**config.mk**
```make
export PLATFORM = sky130hd
export DESIGN_NAME = dcif_top
export DESIGN_NICKNAME = d
export VERILOG_FILES = /design/src/design/dcif_top.v /design/src/design/dcif_cfg_mem.v /design/src/design/dcif_chan_cmp.v
export VERILOG_INCLUDE_DIRS = /design/src /design/src/design
export SDC_FILE = /design/constraint.sdc
export NUM_CORES = 1
export LEC_CHECK = 0
export ABC_AREA = 1
export BUFFER_PORTS_ARGS = -buffer_cell sky130_fd_sc_hd__buf_4
export CORE_ASPECT_RATIO = 0.75
export CORE_MARGIN = 4
export CORE_UTILIZATION = 40
export DETAILED_ROUTE_END_ITERATION = 6
export PLACE_DENSITY = 0.59
export REMOVE_ABC_BUFFERS = 1
export SYNTH_ARGS = -nofsm -noshare
export SYNTH_HDL_FRONTEND = slang
export SYNTH_HIERARCHICAL = 1
export SYNTH_SLANG_ARGS = --single-unit
```
**constraint.sdc**
```tcl
create_clock -name clock_i -period 2.5 [get_ports clock_i]
set_input_delay 0.375 -clock clock_i [delete_from_list [all_inputs] [get_ports clock_i]]
set_output_delay 0.375 -clock clock_i [all_outputs]
set_load 0.005 [all_outputs]
```
**src/design/dcif_consts.vh**
```
// constants for the dma channel interrupt flag block
`ifndef DCIF_CONSTS_VH
`define DCIF_CONSTS_VH
// ==========================================
// register byte addresses
`define DCIF_ADDR_COMPLETE   12'h0_0d0
`define DCIF_ADDR_MIDPOINT   12'h0_0d4
`define DCIF_ADDR_SELECT     12'h0_0d8
`define DCIF_ADDR_CONFIG     12'h0_0dc
`define DCIF_ADDR_WRAP       12'h0_0e0
`define DCIF_ADDR_STATUS     12'h0_0e4
`define DCIF_ADDR_MASK       12'h0_0e8
`define DCIF_ADDR_BLOCKED    12'h0_0ec
`define DCIF_MIDPOINT_PAGE   4'h2
// ==========================================
// field positions
`define DCIF_CFG_COMPLETE_EN 7
`define DCIF_CFG_MIDPOINT_EN 6
`define DCIF_FLAG_UNUSED     7
`define DCIF_SEL_INVALID     3'h7
`define DCIF_STS_COMPLETE    0
`define DCIF_STS_MIDPOINT    1
// ==========================================
// reset values
`define DCIF_RST_FLAGS       8'h00
`define DCIF_RST_CONFIG      8'h00
`define DCIF_RST_SELECT      3'h0
`endif

```
**src/design/dcif_top.v**
```verilog
// dma channel interrupt flags with apb register access
// ==========================================
// Summary of operation
// - complete flag of channel n at bit n
// - bit 7 reads zero, writes ignored
// - complete set when offset equals size minus one
// - flags sticky until software clear or reset
// - config bit 7 enables complete interrupt
// - midpoint flag of channel n at bit n
// - midpoint at half size, odd adds one
// - config bit 6 enables midpoint interrupt
// - midpoint register at page 2, 0xd4; the code decodes paddr_i 0x0d4 only and never uses DCIF_MIDPOINT_PAGE
// - set flag holds off next channel transfer, except on a channel with wrap set
// - select 0..6 routes config, 7 invalid
// - wrap resets offset to zero at end
`timescale 1ns/10ps
`include "dcif_consts.vh"
module dcif_top
#(
   parameter NCH = 7,
   parameter OW  = 10
)
(
   // clock and reset
   input  wire              clock_i,
   input  wire              rst_i,
   // apb slave
   input  wire              psel_i,
   input  wire              penable_i,
   input  wire              pwrite_i,
   input  wire [11:0]       paddr_i,
   input  wire [31:0]       pwdata_i,
   input  wire [3:0]        pstrb_i,
   output reg  [31:0]       prdata_o,
   output reg               pready_o,
   output reg               pslverr_o,
   // channel counters, flat, channel n at [n*OW +: OW]
   input  wire [NCH*OW-1:0] offset_i,
   input  wire [NCH*OW-1:0] size_i,
   input  wire [NCH-1:0]    byte_done_i,
   // engine controls
   output reg  [NCH-1:0]    offset_clear_o,
   output reg  [NCH-1:0]    hold_o,
   output reg  [NCH-1:0]    wrap_o,
   // interrupts
   output reg               dma_irq_o,
   output reg               block_irq_o
);
   // ==========================================
   // declarations
   reg  [NCH-1:0] complete_reg;
   reg  [NCH-1:0] complete_next;
   reg  [NCH-1:0] midpoint_reg;
   reg  [NCH-1:0] midpoint_next;
   reg  [2:0]     select_reg;
   reg  [NCH-1:0] wrap_reg;
   reg  [1:0]     status_reg;
   reg  [1:0]     status_next;
   reg  [1:0]     mask_reg;
   reg  [NCH-1:0] end_d_reg;
   reg  [NCH-1:0] mid_d_reg;
   reg            rd_cfg_reg;
   wire [NCH-1:0] at_end_w;
   wire [NCH-1:0] at_mid_w;
   wire [NCH-1:0] end_rise_w;
   wire [NCH-1:0] mid_rise_w;
   wire [NCH-1:0] complete_en_w;
   wire [NCH-1:0] midpoint_en_w;
   wire [7:0]     cfg_rd_w;
   wire           access_w;
   wire           wr_w;
   wire           rd_w;
   wire           sel_valid_w;
   wire           cfg_wr_w;
   reg  [31:0]    rdata_w;
   reg            hit_w;
   genvar         g;

   // ==========================================
   // bus decode
   function [31:0] byte0;
      input [7:0] v;
      begin
         byte0 = {24'h00_0000, v};
      end
   endfunction

   function [7:0] pad_flags;
      input [NCH-1:0] v;
      begin
         pad_flags = 8'h00;
         pad_flags[NCH-1:0] = v;
      end
   endfunction

   assign access_w    = psel_i && penable_i && !pready_o;
   assign wr_w        = access_w && pwrite_i && pstrb_i[0];
   assign rd_w        = access_w && !pwrite_i;
   assign sel_valid_w = (select_reg != `DCIF_SEL_INVALID);
   assign cfg_wr_w    = wr_w && (paddr_i == `DCIF_ADDR_CONFIG) && sel_valid_w;

   // ==========================================
   // channel compare
   generate
      for (g = 0; g < NCH; g = g + 1)
      begin : g_ch
         dcif_chan_cmp #(.W(OW)) u_cmp
         (
            .offset_i (offset_i[g*OW +: OW]),
            .size_i   (size_i[g*OW +: OW]),
            .at_end_o (at_end_w[g]),
            .at_mid_o (at_mid_w[g])
         );
      end
   endgenerate

   // an offset sitting on a match sets once, not every cycle
   assign end_rise_w = at_end_w & ~end_d_reg;
   assign mid_rise_w = at_mid_w & ~mid_d_reg;

   // ==========================================
   // configuration store
   dcif_cfg_mem #(.DEPTH(NCH), .AW(3)) u_cfg
   (
      .clock_i       (clock_i),
      .rst_i         (rst_i),
      .wr_en_i       (cfg_wr_w),
      .wr_addr_i     (select_reg),
      .wr_data_i     (pwdata_i[7:0]),
      .rd_addr_i     (select_reg),
      .rd_data_o     (cfg_rd_w),
      .complete_en_o (complete_en_w),
      .midpoint_en_o (midpoint_en_w)
   );

   // ==========================================
   // flag next state
   always @*
   begin
      complete_next = complete_reg;
      midpoint_next = midpoint_reg;
      if (wr_w && paddr_i == `DCIF_ADDR_COMPLETE)
         complete_next = complete_reg & pwdata_i[NCH-1:0];
      if (wr_w && paddr_i == `DCIF_ADDR_MIDPOINT)
         midpoint_next = midpoint_reg & pwdata_i[NCH-1:0];
      complete_next = complete_next | end_rise_w;
      midpoint_next = midpoint_next | mid_rise_w;
   end

   always @*
   begin
      status_next = status_reg;
      if (rd_w && paddr_i == `DCIF_ADDR_STATUS)
         status_next = 2'b00;
      if (|(end_rise_w & complete_en_w))
         status_next[`DCIF_STS_COMPLETE] = 1'b1;
      if (|(mid_rise_w & midpoint_en_w))
         status_next[`DCIF_STS_MIDPOINT] = 1'b1;
   end

   // ==========================================
   // read mux
   always @*
   begin
      rdata_w = 32'h0000_0000;
      hit_w   = 1'b1;
      case (paddr_i)
         `DCIF_ADDR_COMPLETE: rdata_w = byte0(pad_flags(complete_reg));
         `DCIF_ADDR_MIDPOINT: rdata_w = byte0(pad_flags(midpoint_reg));
         `DCIF_ADDR_SELECT:   rdata_w = byte0({5'h00, select_reg});
         `DCIF_ADDR_CONFIG:   rdata_w = byte0(sel_valid_w ? cfg_rd_w : 8'h00);
         `DCIF_ADDR_WRAP:     rdata_w = byte0(pad_flags(wrap_reg));
         `DCIF_ADDR_STATUS:   rdata_w = byte0({6'h00, status_reg});
         `DCIF_ADDR_MASK:     rdata_w = byte0({6'h00, mask_reg});
         `DCIF_ADDR_BLOCKED:  rdata_w = byte0(pad_flags(complete_reg | midpoint_reg));
         default:
         begin
            rdata_w = 32'h0000_0000;
            hit_w   = 1'b0;
         end
      endcase
   end

   // ==========================================
   // registers
   always @(posedge clock_i or posedge rst_i)
   begin
      if (rst_i)
      begin
         complete_reg   <= {NCH{1'b0}};
         midpoint_reg   <= {NCH{1'b0}};
         select_reg     <= `DCIF_RST_SELECT;
         wrap_reg       <= {NCH{1'b0}};
         status_reg     <= 2'b00;
         mask_reg       <= 2'b00;
         end_d_reg      <= {NCH{1'b0}};
         mid_d_reg      <= {NCH{1'b0}};
         rd_cfg_reg     <= 1'b0;
         prdata_o       <= 32'h0000_0000;
         pready_o       <= 1'b0;
         pslverr_o      <= 1'b0;
         offset_clear_o <= {NCH{1'b0}};
         hold_o         <= {NCH{1'b0}};
         wrap_o         <= {NCH{1'b0}};
         dma_irq_o      <= 1'b0;
         block_irq_o    <= 1'b0;
      end
      else
      begin
         complete_reg <= complete_next;
         midpoint_reg <= midpoint_next;
         status_reg   <= status_next;
         end_d_reg    <= at_end_w;
         mid_d_reg    <= at_mid_w;
         if (wr_w && paddr_i == `DCIF_ADDR_SELECT)
            select_reg <= pwdata_i[2:0];
         if (wr_w && paddr_i == `DCIF_ADDR_WRAP)
            wrap_reg <= pwdata_i[NCH-1:0];
         if (wr_w && paddr_i == `DCIF_ADDR_MASK)
            mask_reg <= pwdata_i[1:0];
         // config reads wait one cycle for the registered store output
         rd_cfg_reg <= rd_w && (paddr_i == `DCIF_ADDR_CONFIG) && !rd_cfg_reg;
         if (access_w && !(rd_w && paddr_i == `DCIF_ADDR_CONFIG && !rd_cfg_reg))
         begin
            pready_o  <= 1'b1;
            pslverr_o <= !hit_w;
            prdata_o  <= pwrite_i ? 32'h0000_0000 : rdata_w;
         end
         else
         begin
            pready_o  <= 1'b0;
            pslverr_o <= 1'b0;
         end
         offset_clear_o <= end_rise_w & wrap_reg;
         hold_o         <= (complete_next | midpoint_next) & ~wrap_reg;
         wrap_o         <= wrap_reg;
         dma_irq_o      <= |((complete_next & complete_en_w) |
                             (midpoint_next & midpoint_en_w));
         block_irq_o    <= |(status_next & mask_reg);
      end
   end
endmodule

```
**src/design/dcif_cfg_mem.v**
```verilog
// per-channel configuration byte store with registered read
`timescale 1ns/10ps
`include "dcif_consts.vh"
module dcif_cfg_mem
#(
   parameter DEPTH = 7,
   parameter AW    = 3
)
(
   // clock and reset
   input  wire          clock_i,
   input  wire          rst_i,
   // write port
   input  wire          wr_en_i,
   input  wire [AW-1:0] wr_addr_i,
   input  wire [7:0]    wr_data_i,
   // read port
   input  wire [AW-1:0] rd_addr_i,
   output reg  [7:0]    rd_data_o,
   // all enables, bit 7 and bit 6 of every channel
   output reg  [DEPTH-1:0] complete_en_o,
   output reg  [DEPTH-1:0] midpoint_en_o
);
   reg [7:0] mem_reg [0:DEPTH-1];
   integer   i;
   // separate loop index keeps each variable in one process
   integer   j;

   always @(posedge clock_i or posedge rst_i)
   begin
      if (rst_i)
      begin
         for (i = 0; i < DEPTH; i = i + 1)
            mem_reg[i] <= `DCIF_RST_CONFIG;
         rd_data_o <= `DCIF_RST_CONFIG;
      end
      else
      begin
         if (wr_en_i && wr_addr_i < DEPTH)
            mem_reg[wr_addr_i] <= wr_data_i;
         rd_data_o <= (rd_addr_i < DEPTH) ? mem_reg[rd_addr_i] : 8'h00;
      end
   end

   always @*
   begin
      for (j = 0; j < DEPTH; j = j + 1)
      begin
         complete_en_o[j] = mem_reg[j][`DCIF_CFG_COMPLETE_EN];
         midpoint_en_o[j] = mem_reg[j][`DCIF_CFG_MIDPOINT_EN];
      end
   end
endmodule

```
**src/design/dcif_chan_cmp.v**
```verilog
// offset versus size comparison for one channel
`timescale 1ns/10ps
module dcif_chan_cmp
#(
   parameter W = 10
)
(
   // channel counters
   input  wire [W-1:0] offset_i,
   input  wire [W-1:0] size_i,
   // compare results
   output wire         at_end_o,
   output wire         at_mid_o
);
   wire [W-1:0] half_w;
   wire [W-1:0] mid_w;
   wire [W-1:0] last_w;

   assign half_w   = size_i >> 1;
   assign mid_w    = size_i[0] ? half_w + {{(W-1){1'b0}}, 1'b1} : half_w;
   assign last_w   = size_i - {{(W-1){1'b0}}, 1'b1};
   assign at_end_o = (size_i != {W{1'b0}}) && (offset_i == last_w);
   assign at_mid_o = (size_i != {W{1'b0}}) && (offset_i == mid_w);
endmodule

```
# Yosys cells after proc, flatten, opt, wreduce, memory -nomap -nowiden
# Cells that the tools add are included.
op_classes:
  n_eq_ne: 23
  n_reduce_logical: 49
  bitwise: 20
  muxes: 25
  n_addsub: 14
  order_cmp: 3
ops:
  columns: ["op", "count"]
  rows:
  - ["$eq A10 B10 Y1", 14]
  - ["$eq A12 B8 Y1 const B", 8]
  - ["$add A9 B1 Y10 const B", 7]
  - ["$and A7 B7 Y7", 10]
  - ["$mux W10", 7]
  - ["$reduce_bool A10 Y1", 7]
  - ["$sub A10 B1 Y10 const B", 7]
  - ["$pmux W8 S8", 1]
  - ["$bwmux W56", 1]
  - ["$mux W8", 5]
  - ["$or A7 B7 Y7", 5]
  - ["$logic_and A1 B1 Y1", 32]
  - ["$mux W32", 1]
  - ["$bmux W8 S3", 1]
  - ["$demux W8 S3", 1]
  - ["$not A7 Y7", 3]
  - ["$reduce_or A7 Y1", 3]
  - ["$mux W7", 2]
  - ["$reduce_or A8 Y1", 1]
  - ["$logic_not A1 Y1", 5]
  - ["$mux W1", 5]
  - ["$ge A4 B4 Y1 const B", 1]
  - ["$lt A4 B1 Y1 const B", 1]
  - ["$not A3 Y4", 1]
  - ["other kinds (5)", 5]
word_totals:
  register_bits: 164
  input_bits: 200
  output_inout_bits: 57

# Longest topological paths before layout
# Gate-level depths: netlist (run 1).
depth:
  word_depth: 10
  mapped_depth: 20

# Hierarchy
# Netlist (run 1), hierarchy kept.
modules_own_cells:
  columns: ["module", "instances", "cells_per_inst", "area_per_inst_um2", "seq_area_each_um2"]
  rows:
  - ["dcif_chan_cmp (g_ch[0].u_cmp ...)", 6, 189, 895.9, 0.0]
  - ["dcif_top", 1, 455, 3842.4, 1901.8]
  - ["dcif_cfg_mem", 1, 394, 3051.7, 1601.5]
  - ["dcif_chan_cmp (g_ch[1].u_cmp)", 1, 187, 875.8, 0.0]

# Worst setup path before layout (run 1)
# OpenSTA, ideal clock, no wires.
synth_path:
  path_type: "input to register"
  start: "input size_i[50]"
  end: "register block_irq_o"
  path_buffers: 1
  required_ps: 2379
  cell_stages: 16
  t_arrival_ps: 1861
  path_slack_ps: 518
  cell_sequence: "buf_6 > inv_2 > ha_1 > nand2_1 > inv_1 > nor2_1 > a21oi_1 > nand2_1 > nor2_1 > nand3_1 > nor2_1 > nand3_1 > nand3_1 > nor3_1 > o21ai_0 > a22o_1"
synth_via:
  elab_chain_len: 9
synth_lines:
  columns: ["item", "line_no", "source"]
  rows:
  - ["start: declaration", "dcif_top.v:39", "input wire [NCH*OW-1:0] size_i,"]
  - ["$mux W10", "dcif_chan_cmp.v:20", "assign mid_w = size_i[0] ? half_w + {{(W-1){1'b0}}, 1'b1} : half_w;"]
  - ["$eq A10 B10 Y1", "dcif_chan_cmp.v:23", "assign at_mid_o = (size_i != {W{1'b0}}) && (offset_i == mid_w);"]
  - ["$logic_and A1 B1 Y1 *", "dcif_chan_cmp.v:23", null]
  - ["net at_mid_w[5]", "dcif_top.v:64", "wire [NCH-1:0] at_mid_w;"]
  - ["$and A7 B7 Y7 *", "dcif_top.v:119", "assign mid_rise_w = at_mid_w & ~mid_d_reg;"]
  - ["$and A7 B7 Y7 *", "dcif_top.v:157", "if (|(mid_rise_w & midpoint_en_w))"]
  - ["$reduce_or A7 Y1 *", "dcif_top.v:157", null]
  - ["$mux W1 *", "dcif_top.v:157", null]
  - ["net status_next[1]", "dcif_top.v:58", "reg [1:0] status_next;"]
  - ["$and A2 B2 Y2 *", "dcif_top.v:239", "block_irq_o <= |(status_next & mask_reg);"]
  - ["$reduce_or A2 Y1 *", "dcif_top.v:239", null]
  - ["end signal: assignment", "dcif_top.v:239", null]
  - ["end: declaration", "dcif_top.v:47", "output reg block_irq_o"]
# The timed path passes the listed nets; every way through them passes the cells marked *.
# A chain may end at the register's enable or synchronous reset.

# Final worst setup path (run 1)
layout_path:
  start: "input size_i[51]"
  end: "register block_irq_o"
layout_via:
  elab_chain_len: 10
layout_lines:
  columns: ["item", "line_no"]
  rows:
  - ["$add A9 B1 Y10", "dcif_chan_cmp.v:20"]
  - ["$mux W10", "dcif_chan_cmp.v:20"]
  - ["$eq A10 B10 Y1", "dcif_chan_cmp.v:23"]
  - ["$logic_and A1 B1 Y1 *", "dcif_chan_cmp.v:23"]
  - ["net at_mid_w[5]", "dcif_top.v:64"]
  - ["$and A7 B7 Y7 *", "dcif_top.v:119"]
  - ["$and A7 B7 Y7 *", "dcif_top.v:157"]
  - ["$reduce_or A7 Y1 *", "dcif_top.v:157"]
  - ["$mux W1 *", "dcif_top.v:157"]
  - ["net status_next[1]", "dcif_top.v:58"]
  - ["$and A2 B2 Y2 *", "dcif_top.v:239"]
  - ["$reduce_or A2 Y1 *", "dcif_top.v:239"]
# Marks and branches as above.

==> results.md, run 1 <==
* Seq/Total Area, Yosys at 26.7%
* Top post-synthesis cells by area: dfrtp_1 (27%), nand2_1 (24%), inv_1 (9.3%)
* Ys async rst share at 100%
* Share of layout cells above drive strength 1 at 16.4%
* Status: finished clean
* # setup viols final at 0
* Worst skew pair latency at 0.42 ns
* CP Depth at 17
* Via count at 13400
* # DRC at 0
* Fin Clk Skew at 0.00715 ns
* DR pass1 iterations at 5
* Max FO, Critical Path at 4
* Buffers and inverters on the worst path at 4
* # rows at 57
* Register-to-register setup slack at 0.61 ns
* Kind of end point of the critical path: flop
* RSZ-0062 raised after global routing: false
* CTS tree: done
* H-tree lvl count at 4
* CP startpoint: size_i[51]
* Routed WL per cell at 13.7 microns
* Max cap viols at 0
* EDFF count, synth at 0
* #FFs+latches synth at 140
* Setup slack at placement at -0.0204 ns
* Worst VDD drop at 0.456 mV
* Top_reg_cell synth: dfrtp_1
* Top cell family by delay on the critical path: simple AND/OR/NAND/NOR gates
* Max FFs per register at 42
* Die area at 0.0359 sq mm
* CP Cell Sequence: buf_4 > inv_1 > ha_1 > nand2_1 > nand3_1 > nand2_1 > inv_1 > nand2_1 > nor2_1 > nand3_1 > nor2_1 > buf_4 > nand3_1 > nand3_1 > nor3_1 > o21ai_0 > a22o_1
* Post-DRT Antenna Nets at 0
* Clock root buffer: clkbuf_16
* Final Core Density at 47.8%
* # nets final at 2587
* Bufs on Longest Clock Path at 2
* Vias in the first global route at 12300
* Post-DP HPWL at 31100 microns
* Die Wd at 217 microns
* Clk sinks at 140
* PwrDens at 404 mW/mm^2
* Starting Density at 40.6%
* Worst path slowest cell: nor3_1
* First-pass GRT wire length at 63500 microns
* YS warnings at 6
* Crit path launch type: input port
* Slew Limit Headroom at 55.6%
* Gr ovfl total at 0
* Post-CTS Setup Bufs at 0
* Largest net degree at the start of global routing at 42
* Hold Crit Class: input port to asynchronous set/reset pin
* Worst slew pin tran at 0.665 ns
* Hold_ws at 0.0184 ns
* CP dominant cell by count: nand3_1
* Total GRT Usage at 21.5%
* Post-synthesis cell count at 2170
* DRC violation total after the first TritonRoute iteration at 1196
* Fill count at 3431
* Core area at 0.0324 sq mm
* Tot Pwr at 6.25 mW
* CTS clk-pin slew, worst paths at 0.06 ns
* TritonCTS Buffers at 17
* Vias per inst at 4.76
* Fmax at 470 MHz
* Max Slew Vio Count at 0
* Worst setup path endpoint: block_irq_o
* Reg2Reg Depth at 7
* Critical Path AT at 2.43 ns
* Tmin final at 2.13 ns
* Reg-to-reg startpoint: pready_o
* Port Buffer Count at 198
* Area leader, netlist: dfrtp_1
* Worst setup margin at 0.372 ns
* FF-to-FF End: u_cfg/mem_reg[2]
* Hold Vio Cnt, Final at 0
* Initial antenna violation count at 0
* Ports at 257
* # hold bufs at CTS at 0
* Post-synth cell types at 37
* Syn_area_per_cell at 6.06 sq um
* CP Class: input port to flop
* Post-synthesis cell area at 0.0131 sq mm
* Area Overhead vs Synth at 17.8%
* LEAKAGE at 8.65 nW
* Die Span Y at 165 microns
* CTS resizes at 0
* Drt total wl at 38600 microns
* WP data required at 2.81 ns
* ANT cells at 0
* GPL Wtd Cong at 0.942
* Max incr delay on CP at 0.34 ns
* Top cell type's share of synthesized area at 26.7%
* Final period utilization at 85.1%
-- logic make-up after synthesis --
| group | synth area share (%) |
|---|---|
| AOI/OAI and AO/OA | 4.75 |
| buffers and inverters | 14.9 |
| xor gates and xnor gates | 5.60 |
| adders and majority gates | 2.67 |
| DFF | 26.7 |
| other | 0.0285 |
| and+or+nand+nor | 45.4 |
-- stage by stage --
step / cells / setup TNS [ns] / instance area [sq um]
3_3_place_gp: 2782 / -0.0000695 / 14900
6_report: 2814 / 0 / 15500
4_1_cts: 2814 / 0 / 15500
3_5_place_dp: 2782 / -0.0204 / 14900
2_1_floorplan: 2106 / 0 / 12600
5_1_grt: 2814 / 0 / 15500
-- report_power, final --
group | switching [mW] | internal (mW) | total (mW)
combinational | 0.869 | 0.575 | 1.44
sequential | 0.0244 | 2.30 | 2.33
clock | 0.984 | 1.50 | 2.48
-- synth_stat cells, types with 17 or more instances --
cell,instances
nor2_1,186
inv_1,324
nand4_1,34
o21ai_0,40
dfrtp_1,140
inv_2,17
xor2_1,33
nor2_2,31
o21ai_1,53
xnor2_1,51
buf_4,42
ha_1,28
buf_2,22
buf_6,21
nand2_2,39
nand3_1,183
nand2_1,838
-- layout make-up --
| cell class | instances | area (sq um) | area share, % |
|---|---|---|---|
| clock buffers | 19 | 443 | 2.86 |
| repair buffers | 234 | 1780 | 11.5 |
| clock inverters | 13 | 145 | 0.937 |
| inverters | 344 | 1300 | 8.37 |
| multi-input cells | 1622 | 7760 | 50.1 |
| flip-flops and latches | 140 | 3500 | 22.6 |
| well taps | 442 | 553 | 3.57 |
-- metal layers --
metal / part of all wire [%] / track usage, %
met4: 0.98 / 3.55
met1: 50 / 32.2
met2: 43 / 33.3
met5: 0 / 0
met3: 6.0 / 3.20
-- placed cells by master, fill, tap and decap left out, types with 3 or more instances in the layout --
cell,Yosys,final
nand3_4,3,3
nand3b_1,14,14
nand2_1,838,838
o22ai_1,10,10
clkinv_2,1,4
buf_4,42,232
o211ai_1,3,3
clkinv_4,0,6
dfrtp_1,140,140
ha_1,28,28
nor2_1,186,186
clkinvlp_4,0,3
o21ai_1,53,53
nand4_1,34,34
conb_1,1,24
a21oi_1,8,8
o21ai_0,40,40
xnor2_1,51,51
nor3_1,10,10
clkbuf_16,0,17
nand3_1,183,183
inv_2,17,18
xor2_1,33,33
nor2_4,16,16
nor2_2,31,31
inv_1,324,322
nand2_2,39,39
nand3_2,8,8
-- worst min path at each step --
stage | from | to | slack (ns) | cells after the start
4_1_cts | rst_i | u_cfg/mem_reg[9] | 0.02 | 2
3_3_place_gp | wrap_reg[5] | wrap_o[5] | 0.40 | 0
2_1_floorplan | wrap_reg[5] | wrap_o[5] | 0.37 | 0
3_5_place_dp | wrap_reg[5] | wrap_o[5] | 0.40 | 0
6_report | rst_i | u_cfg/rd_data_o[1] | 0.02 | 2
5_1_grt | rst_i | u_cfg/mem_reg[33] | 0.05 | 2
(Power assumes the default switching activity.)
==> run 2: changes to the inputs <==
--- a/config.mk
+++ b/config.mk
@@ -8,11 +8,13 @@
 export LEC_CHECK = 0
 export ABC_AREA = 1
 export BUFFER_PORTS_ARGS = -buffer_cell sky130_fd_sc_hd__buf_4
+export CELL_PAD_IN_SITES_DETAIL_PLACEMENT = 1
+export CELL_PAD_IN_SITES_GLOBAL_PLACEMENT = 1
 export CORE_ASPECT_RATIO = 0.75
 export CORE_MARGIN = 4
-export CORE_UTILIZATION = 40
+export CORE_UTILIZATION = 39
 export DETAILED_ROUTE_END_ITERATION = 6
-export PLACE_DENSITY = 0.59
+export PLACE_DENSITY = 0.8
 export REMOVE_ABC_BUFFERS = 1
 export SYNTH_ARGS = -nofsm -noshare
 export SYNTH_HDL_FRONTEND = slang
==> run 2 against run 1 <==
  * Design area is 0.41% higher
  * Core utilization is 0.43 points lower
  * Die area is 2.5% higher
  * Wire length is 16% higher
  * Count of clock-buffer cells in the layout is 3 higher
  * Non-clock buffer count is 19 higher
==> results.md, run 2 (synthesized netlist as in run 1, its figures left out) <==
* CP startpoint: size_i[61]
* Met2 usage at 38.7%
* PwrDens at 393 mW/mm^2
* Worst path slowest cell: ha_1
* Max FFs per register at 42
* Reg-to-reg startpoint: pready_o
* Tmin final at 2.17 ns
* Fill count at 4577
* LEAKAGE at 8.71 nW
* FF-to-FF End: u_cfg/mem_reg[1]
* Fmax at 460 MHz
* Bufs on Longest Clock Path at 2
* # DRC at 0
* Die area at 0.0367 sq mm
* Top cell family by delay on the critical path: simple AND/OR/NAND/NOR gates
* Status: finished clean
* CTS tree: done
* RSZ-0062 raised after global routing: false
* TritonCTS Buffers at 17
* Starting Density at 40.1%
* Clk sinks at 140
* Vias in the first global route at 14200
* Total GRT Usage at 24.2%
* H-tree lvl count at 4
* Largest net degree at the start of global routing at 40
* CTS resizes at 0
* Core area at 0.0328 sq mm
* Drt total wl at 44800 microns
* Crit path launch type: input port
* GPL Wtd Cong at 0.902
* First-pass GRT wire length at 73000 microns
* Worst skew pair latency at 0.42 ns
* Final period utilization at 86.9%
* DRC violation total after the first TritonRoute iteration at 860
* Non-filler instance count after layout at 2827
* Reg2Reg Depth at 7
* Sequential standard cell area at 0.00350 sq mm
* Worst slew pin tran at 0.748 ns
* Hold_ws at 0.0655 ns
* Die Span Y at 167 microns
* # rows at 57
* Post-DRT Antenna Nets at 0
* Post-DP HPWL at 36400 microns
* M1 GR Usage at 35.3%
* Hold Vio Cnt, Final at 0
* Area Overhead vs Synth at 18.3%
* ANT cells at 0
* Commonest non-fill, non-tap cell in the layout: nand2_1
* Placed Cells incl. Taps at 2801
* Ports at 257
* Setup TNS at 0 ns
* CP Class: input port to flop
* # setup viols final at 0
* Area of the multi-input gates at 0.00776 sq mm
* Routed WL per cell at 15.8 microns
* Worst setup margin at 0.326 ns
* Commonest non-fill, non-tap cells in the layout: nand2_1 (838), inv_1 (322), buf_4 (251), nor2_1 (186), nand3_1 (183)
* CTS clk-pin slew, worst paths at 0.06 ns
* # nets final at 2606
* # hold bufs at CTS at 0
* Max incr delay on CP at 0.29 ns
* Fin Clk Skew at 0.00521 ns
* Buffers and inverters on the worst path at 5
* WP data required at 2.81 ns
* CP Depth at 18
* Max cap viols at 0
* Worst setup path endpoint: block_irq_o
* Gr ovfl total at 0
* Register-to-register setup slack at 0.50 ns
* Via count at 14100
* Initial antenna violation count at 0
* Vias per inst at 4.98
* Clock root buffer: clkbuf_16
* Port Buffer Count at 198
* Critical Path AT at 2.48 ns
* Slew Limit Headroom at 50.1%
* Setup slack at placement at -0.113 ns
* GRT met3 Usage at 3.04%
* Hold Crit Class: input port to asynchronous set/reset pin
* Grt peak-use layer: met2
* CP Cell Sequence: buf_4 > inv_1 > ha_1 > nand2_1 > inv_1 > nor2_1 > a21oi_1 > nand2_1 > nor2_1 > nand3_1 > nor2_1 > buf_4 > nand3_1 > nand3_1 > nor3_1 > buf_4 > o21ai_0 > a22o_1
* DR pass1 iterations at 5
* Tot Pwr at 6.12 mW
* Worst VDD drop at 0.413 mV
* Max FO, Critical Path at 4
* Share of layout cells above drive strength 1 at 16.8%
* Kind of end point of the critical path: flop
* Post-CTS Setup Bufs at 0
* Die Wd at 220 microns
* Max Slew Vio Count at 0
-- run 2: cell type report --
| class | instances | area share (%) |
|---|---|---|
| inverters | 344 | 8.34 |
| flip-flops and latches | 140 | 22.5 |
| clock inverters | 4 | 0.290 |
| well taps | 442 | 3.56 |
| multi-input cells | 1622 | 49.9 |
| clock buffers | 22 | 2.99 |
| repair buffers | 253 | 12.4 |
-- run 2: where the power goes --
| group | internal, mW | switching (mW) | total (mW) |
|---|---|---|---|
| clock network | 1.38 | 0.897 | 2.28 |
| logic | 0.594 | 0.918 | 1.51 |
| registers | 2.30 | 0.0283 | 2.33 |
-- run 2: worst min-delay path by stage --
stage,end,depth (start not counted)
5_1_grt,pready_o,2
3_5_place_dp,wrap_o[5],0
2_1_floorplan,wrap_o[5],0
3_3_place_gp,wrap_o[5],0
6_report,pready_o,2
4_1_cts,u_cfg/mem_reg[41],2
-- run 2: routing by layer --
| layer | share of wire (%) | vias to the layer above |
|---|---|---|
| met5 | 0 | - |
| met4 | 1.7 | 0 |
| met3 | 4.7 | 50 |
| met2 | 46 | 324 |
| met1 | 48 | 6739 |
| li1 | - | 6954 |
-- run 2: through the flow --
step	util [%]	cell area, sq um
after detailed placement	45.8	15000
after global routing	47.4	15500
after global placement	45.8	15000
final	47.4	15500
after floorplan	-	12600
after CTS	47.4	15500
-- run 2: worst reg2reg max path: cells and delay by family (launching register included) --
kind	cells	cell delay, ns
buffers and inverters	2	0.22
and+or+nand+nor	4	0.95
DFF	1	0.38
AOI/OAI and AO/OA	1	0.33
==> run 3: changes to the inputs <==
--- a/config.mk
+++ b/config.mk
@@ -12,9 +12,9 @@
 export CELL_PAD_IN_SITES_GLOBAL_PLACEMENT = 1
 export CORE_ASPECT_RATIO = 0.75
 export CORE_MARGIN = 4
-export CORE_UTILIZATION = 39
+export CORE_UTILIZATION = 40
 export DETAILED_ROUTE_END_ITERATION = 6
-export PLACE_DENSITY = 0.8
+export PLACE_DENSITY = 0.82
 export REMOVE_ABC_BUFFERS = 1
 export SYNTH_ARGS = -nofsm -noshare
 export SYNTH_HDL_FRONTEND = slang
==> constraint.sdc (replaced) <==
create_clock -name clock_i -period 2.6 [get_ports clock_i]
set_input_delay 0.39 -clock clock_i [delete_from_list [all_inputs] [get_ports clock_i]]
set_output_delay 0.39 -clock clock_i [all_outputs]
set_load 0.005 [all_outputs]
==> run 3 against run 2 <==
  * Power grew 2.4%
  * Largest power group is now clock
  * Critical endpoint unchanged
  * Register-to-register slack better by 0.05 ns
  * Cell count down 1.1%
==> results.md, run 3 (synthesized netlist as in run 1, its figures left out) <==
* Post-DRT Antenna Nets at 0
* Gr ovfl total at 0
* PwrDens at 407 mW/mm^2
* Worst slew pin tran at 0.586 ns
* Status: finished clean
* CTS resizes at 0
* Max Slew Vio Count at 0
* Fill count at 4559
* Worst setup path endpoint: block_irq_o
* FF-to-FF End: u_cfg/mem_reg[5]
* TritonCTS Buffers at 17
* Critical Path AT at 2.52 ns
* Hold Crit Class: input port to flop
* Register-to-register setup slack at 0.55 ns
* CP startpoint: size_i[62]
* Grt peak-use layer: met2
* # hold bufs at CTS at 1
* Max cap viols at 0
* Met2 usage at 41.1%
* Routed WL per cell at 15.8 microns
* Max incr delay on CP at 0.36 ns
* Initial antenna violation count at 0
* LEAKAGE at 8.59 nW
* Core area at 0.0324 sq mm
* Reg-to-reg startpoint: pready_o
* Starting Density at 40.6%
* Drt total wl at 44200 microns
* CP dominant cell by count: nand3_1
* Hold Vio Cnt, Final at 0
* First-pass GRT wire length at 72000 microns
* Reg2Reg Depth at 8
* Commonest non-fill, non-tap cell in the layout: nand2_1
* M1 GR Usage at 34.3%
* Via count at 13900
* H-tree lvl count at 4
* Slew Limit Headroom at 60.8%
* Tot Pwr at 6.27 mW
* Die area at 0.0359 sq mm
* Commonest non-fill, non-tap cells in the layout: nand2_1 (838), inv_1 (322), buf_4 (212), nor2_1 (186), nand3_1 (183)
* # rows at 57
* Area Overhead vs Synth at 17.1%
* # nets final at 2568
* # DRC at 0
* CP Class: input port to flop
* Setup TNS at 0 ns
* Buffers and inverters on the worst path at 3
* Port Buffer Count at 198
* Tmin final at 2.21 ns
* Vias per inst at 4.99
* Post-CTS Setup Bufs at 0
* Bufs on Longest Clock Path at 2
* Fin Clk Skew at 0.00803 ns
* Clk sinks at 140
* CP Cell Sequence: buf_4 > inv_1 > ha_1 > nand2_1 > nand3_1 > nand2_1 > inv_1 > nand2_1 > nor2_1 > nand3_1 > nor2_1 > nand3_1 > nand3_1 > nor3_1 > o21ai_0 > a22o_1
* ANT cells at 0
* Worst VDD drop at 0.417 mV
* Fmax at 452 MHz
* CTS tree: done
* CTS clk-pin slew, worst paths at 0.06 ns
* GRT met3 Usage at 3.79%
* Vias in the first global route at 14000
* Crit path launch type: input port
* Final period utilization at 85.1%
* Clock root buffer: clkbuf_16
* Post-DP HPWL at 35500 microns
* Die Wd at 217 microns
* Ports at 257
* CP Depth at 16
* Worst path slowest cell: nor3_1
* RSZ-0062 raised after global routing: false
* Kind of end point of the critical path: flop
* Total GRT Usage at 24.6%
* Top cell family by delay on the critical path: simple AND/OR/NAND/NOR gates
* # setup viols final at 0
* Die Span Y at 165 microns
* Max FFs per register at 42
* WP data required at 2.91 ns
* GPL Wtd Cong at 0.915
* Worst skew pair latency at 0.43 ns
* Max FO, Critical Path at 6
* Share of layout cells above drive strength 1 at 15.7%
* DRC violation total after the first TritonRoute iteration at 814
* DR pass1 iterations at 7
* Largest net degree at the start of global routing at 65
[run 3: cell count changes in the layout (fill, tap and decap cells not counted), moves of 2 or more]
cell / delta
clkbuf_1: -2
bufinv_16: +3
clkinv_4: +2
buf_4: -39
[run 3: worst min-delay path: cells and delay by family]
kind,cells,cell delay [ns]
AOI/OAI and AO/OA,1,0.07
buffers and inverters,1,0.13
and+or+nand+nor,1,0.07
[run 3: how the worst min path moves through the flow]
stage | end | from | cells past startpoint
after floorplan | wrap_o[5] | wrap_reg[5] | 0
after global placement | prdata_o[0] | rst_i | 2
after detailed placement | prdata_o[0] | rst_i | 2
after CTS | midpoint_reg[5] | pwdata_i[5] | 3
after global routing | midpoint_reg[5] | pwdata_i[5] | 3
final | midpoint_reg[5] | pwdata_i[5] | 3
[run 3: cell type report]
class | instances | area (sq um) | area share, %
Multi-Input combinational cell | 1622 | 7760 | 50.4
Tap cell | 442 | 553 | 3.59
Clock buffer | 21 | 470 | 3.06
Clock inverter | 11 | 165 | 1.07
Inverter | 344 | 1300 | 8.42
Timing Repair Buffer | 215 | 1640 | 10.7
Sequential cell | 140 | 3500 | 22.8
[run 3: metal layers]
metal  share of wire [%]  up-vias
li1                    -     6905
met1                  47     6703
met2                  47      291
met3                 4.8       37
met4                 1.1        0
met5                   0        -
[run 3: where the power goes]
group | internal, mW | leakage [nW] | switching, mW | total [mW]
logic | 0.539 | 6.34 | 0.873 | 1.41
registers | 2.21 | 1.93 | 0.0239 | 2.24
clock network | 1.68 | 0.313 | 0.940 | 2.62
[run 3: through the flow]
| stage | hold slack, ns | area [sq um] | util (%) | std cells | setup slack (ns) |
|---|---|---|---|---|---|
| 6_report | 0.271 | 15400 | 47.5 | 2795 | 0.388 |
| 3_5_place_dp | 0.378 | 14700 | 45.5 | 2762 | 0.0287 |
| 3_3_place_gp | 0.365 | 14700 | 45.5 | 2762 | 0.0992 |
| 5_1_grt | 0.275 | 15400 | 47.5 | 2795 | 0.119 |
| 4_1_cts | 0.256 | 15400 | 47.5 | 2795 | 0.408 |
| 2_1_floorplan | 0.374 | 12600 | - | 2106 | 0.272 |
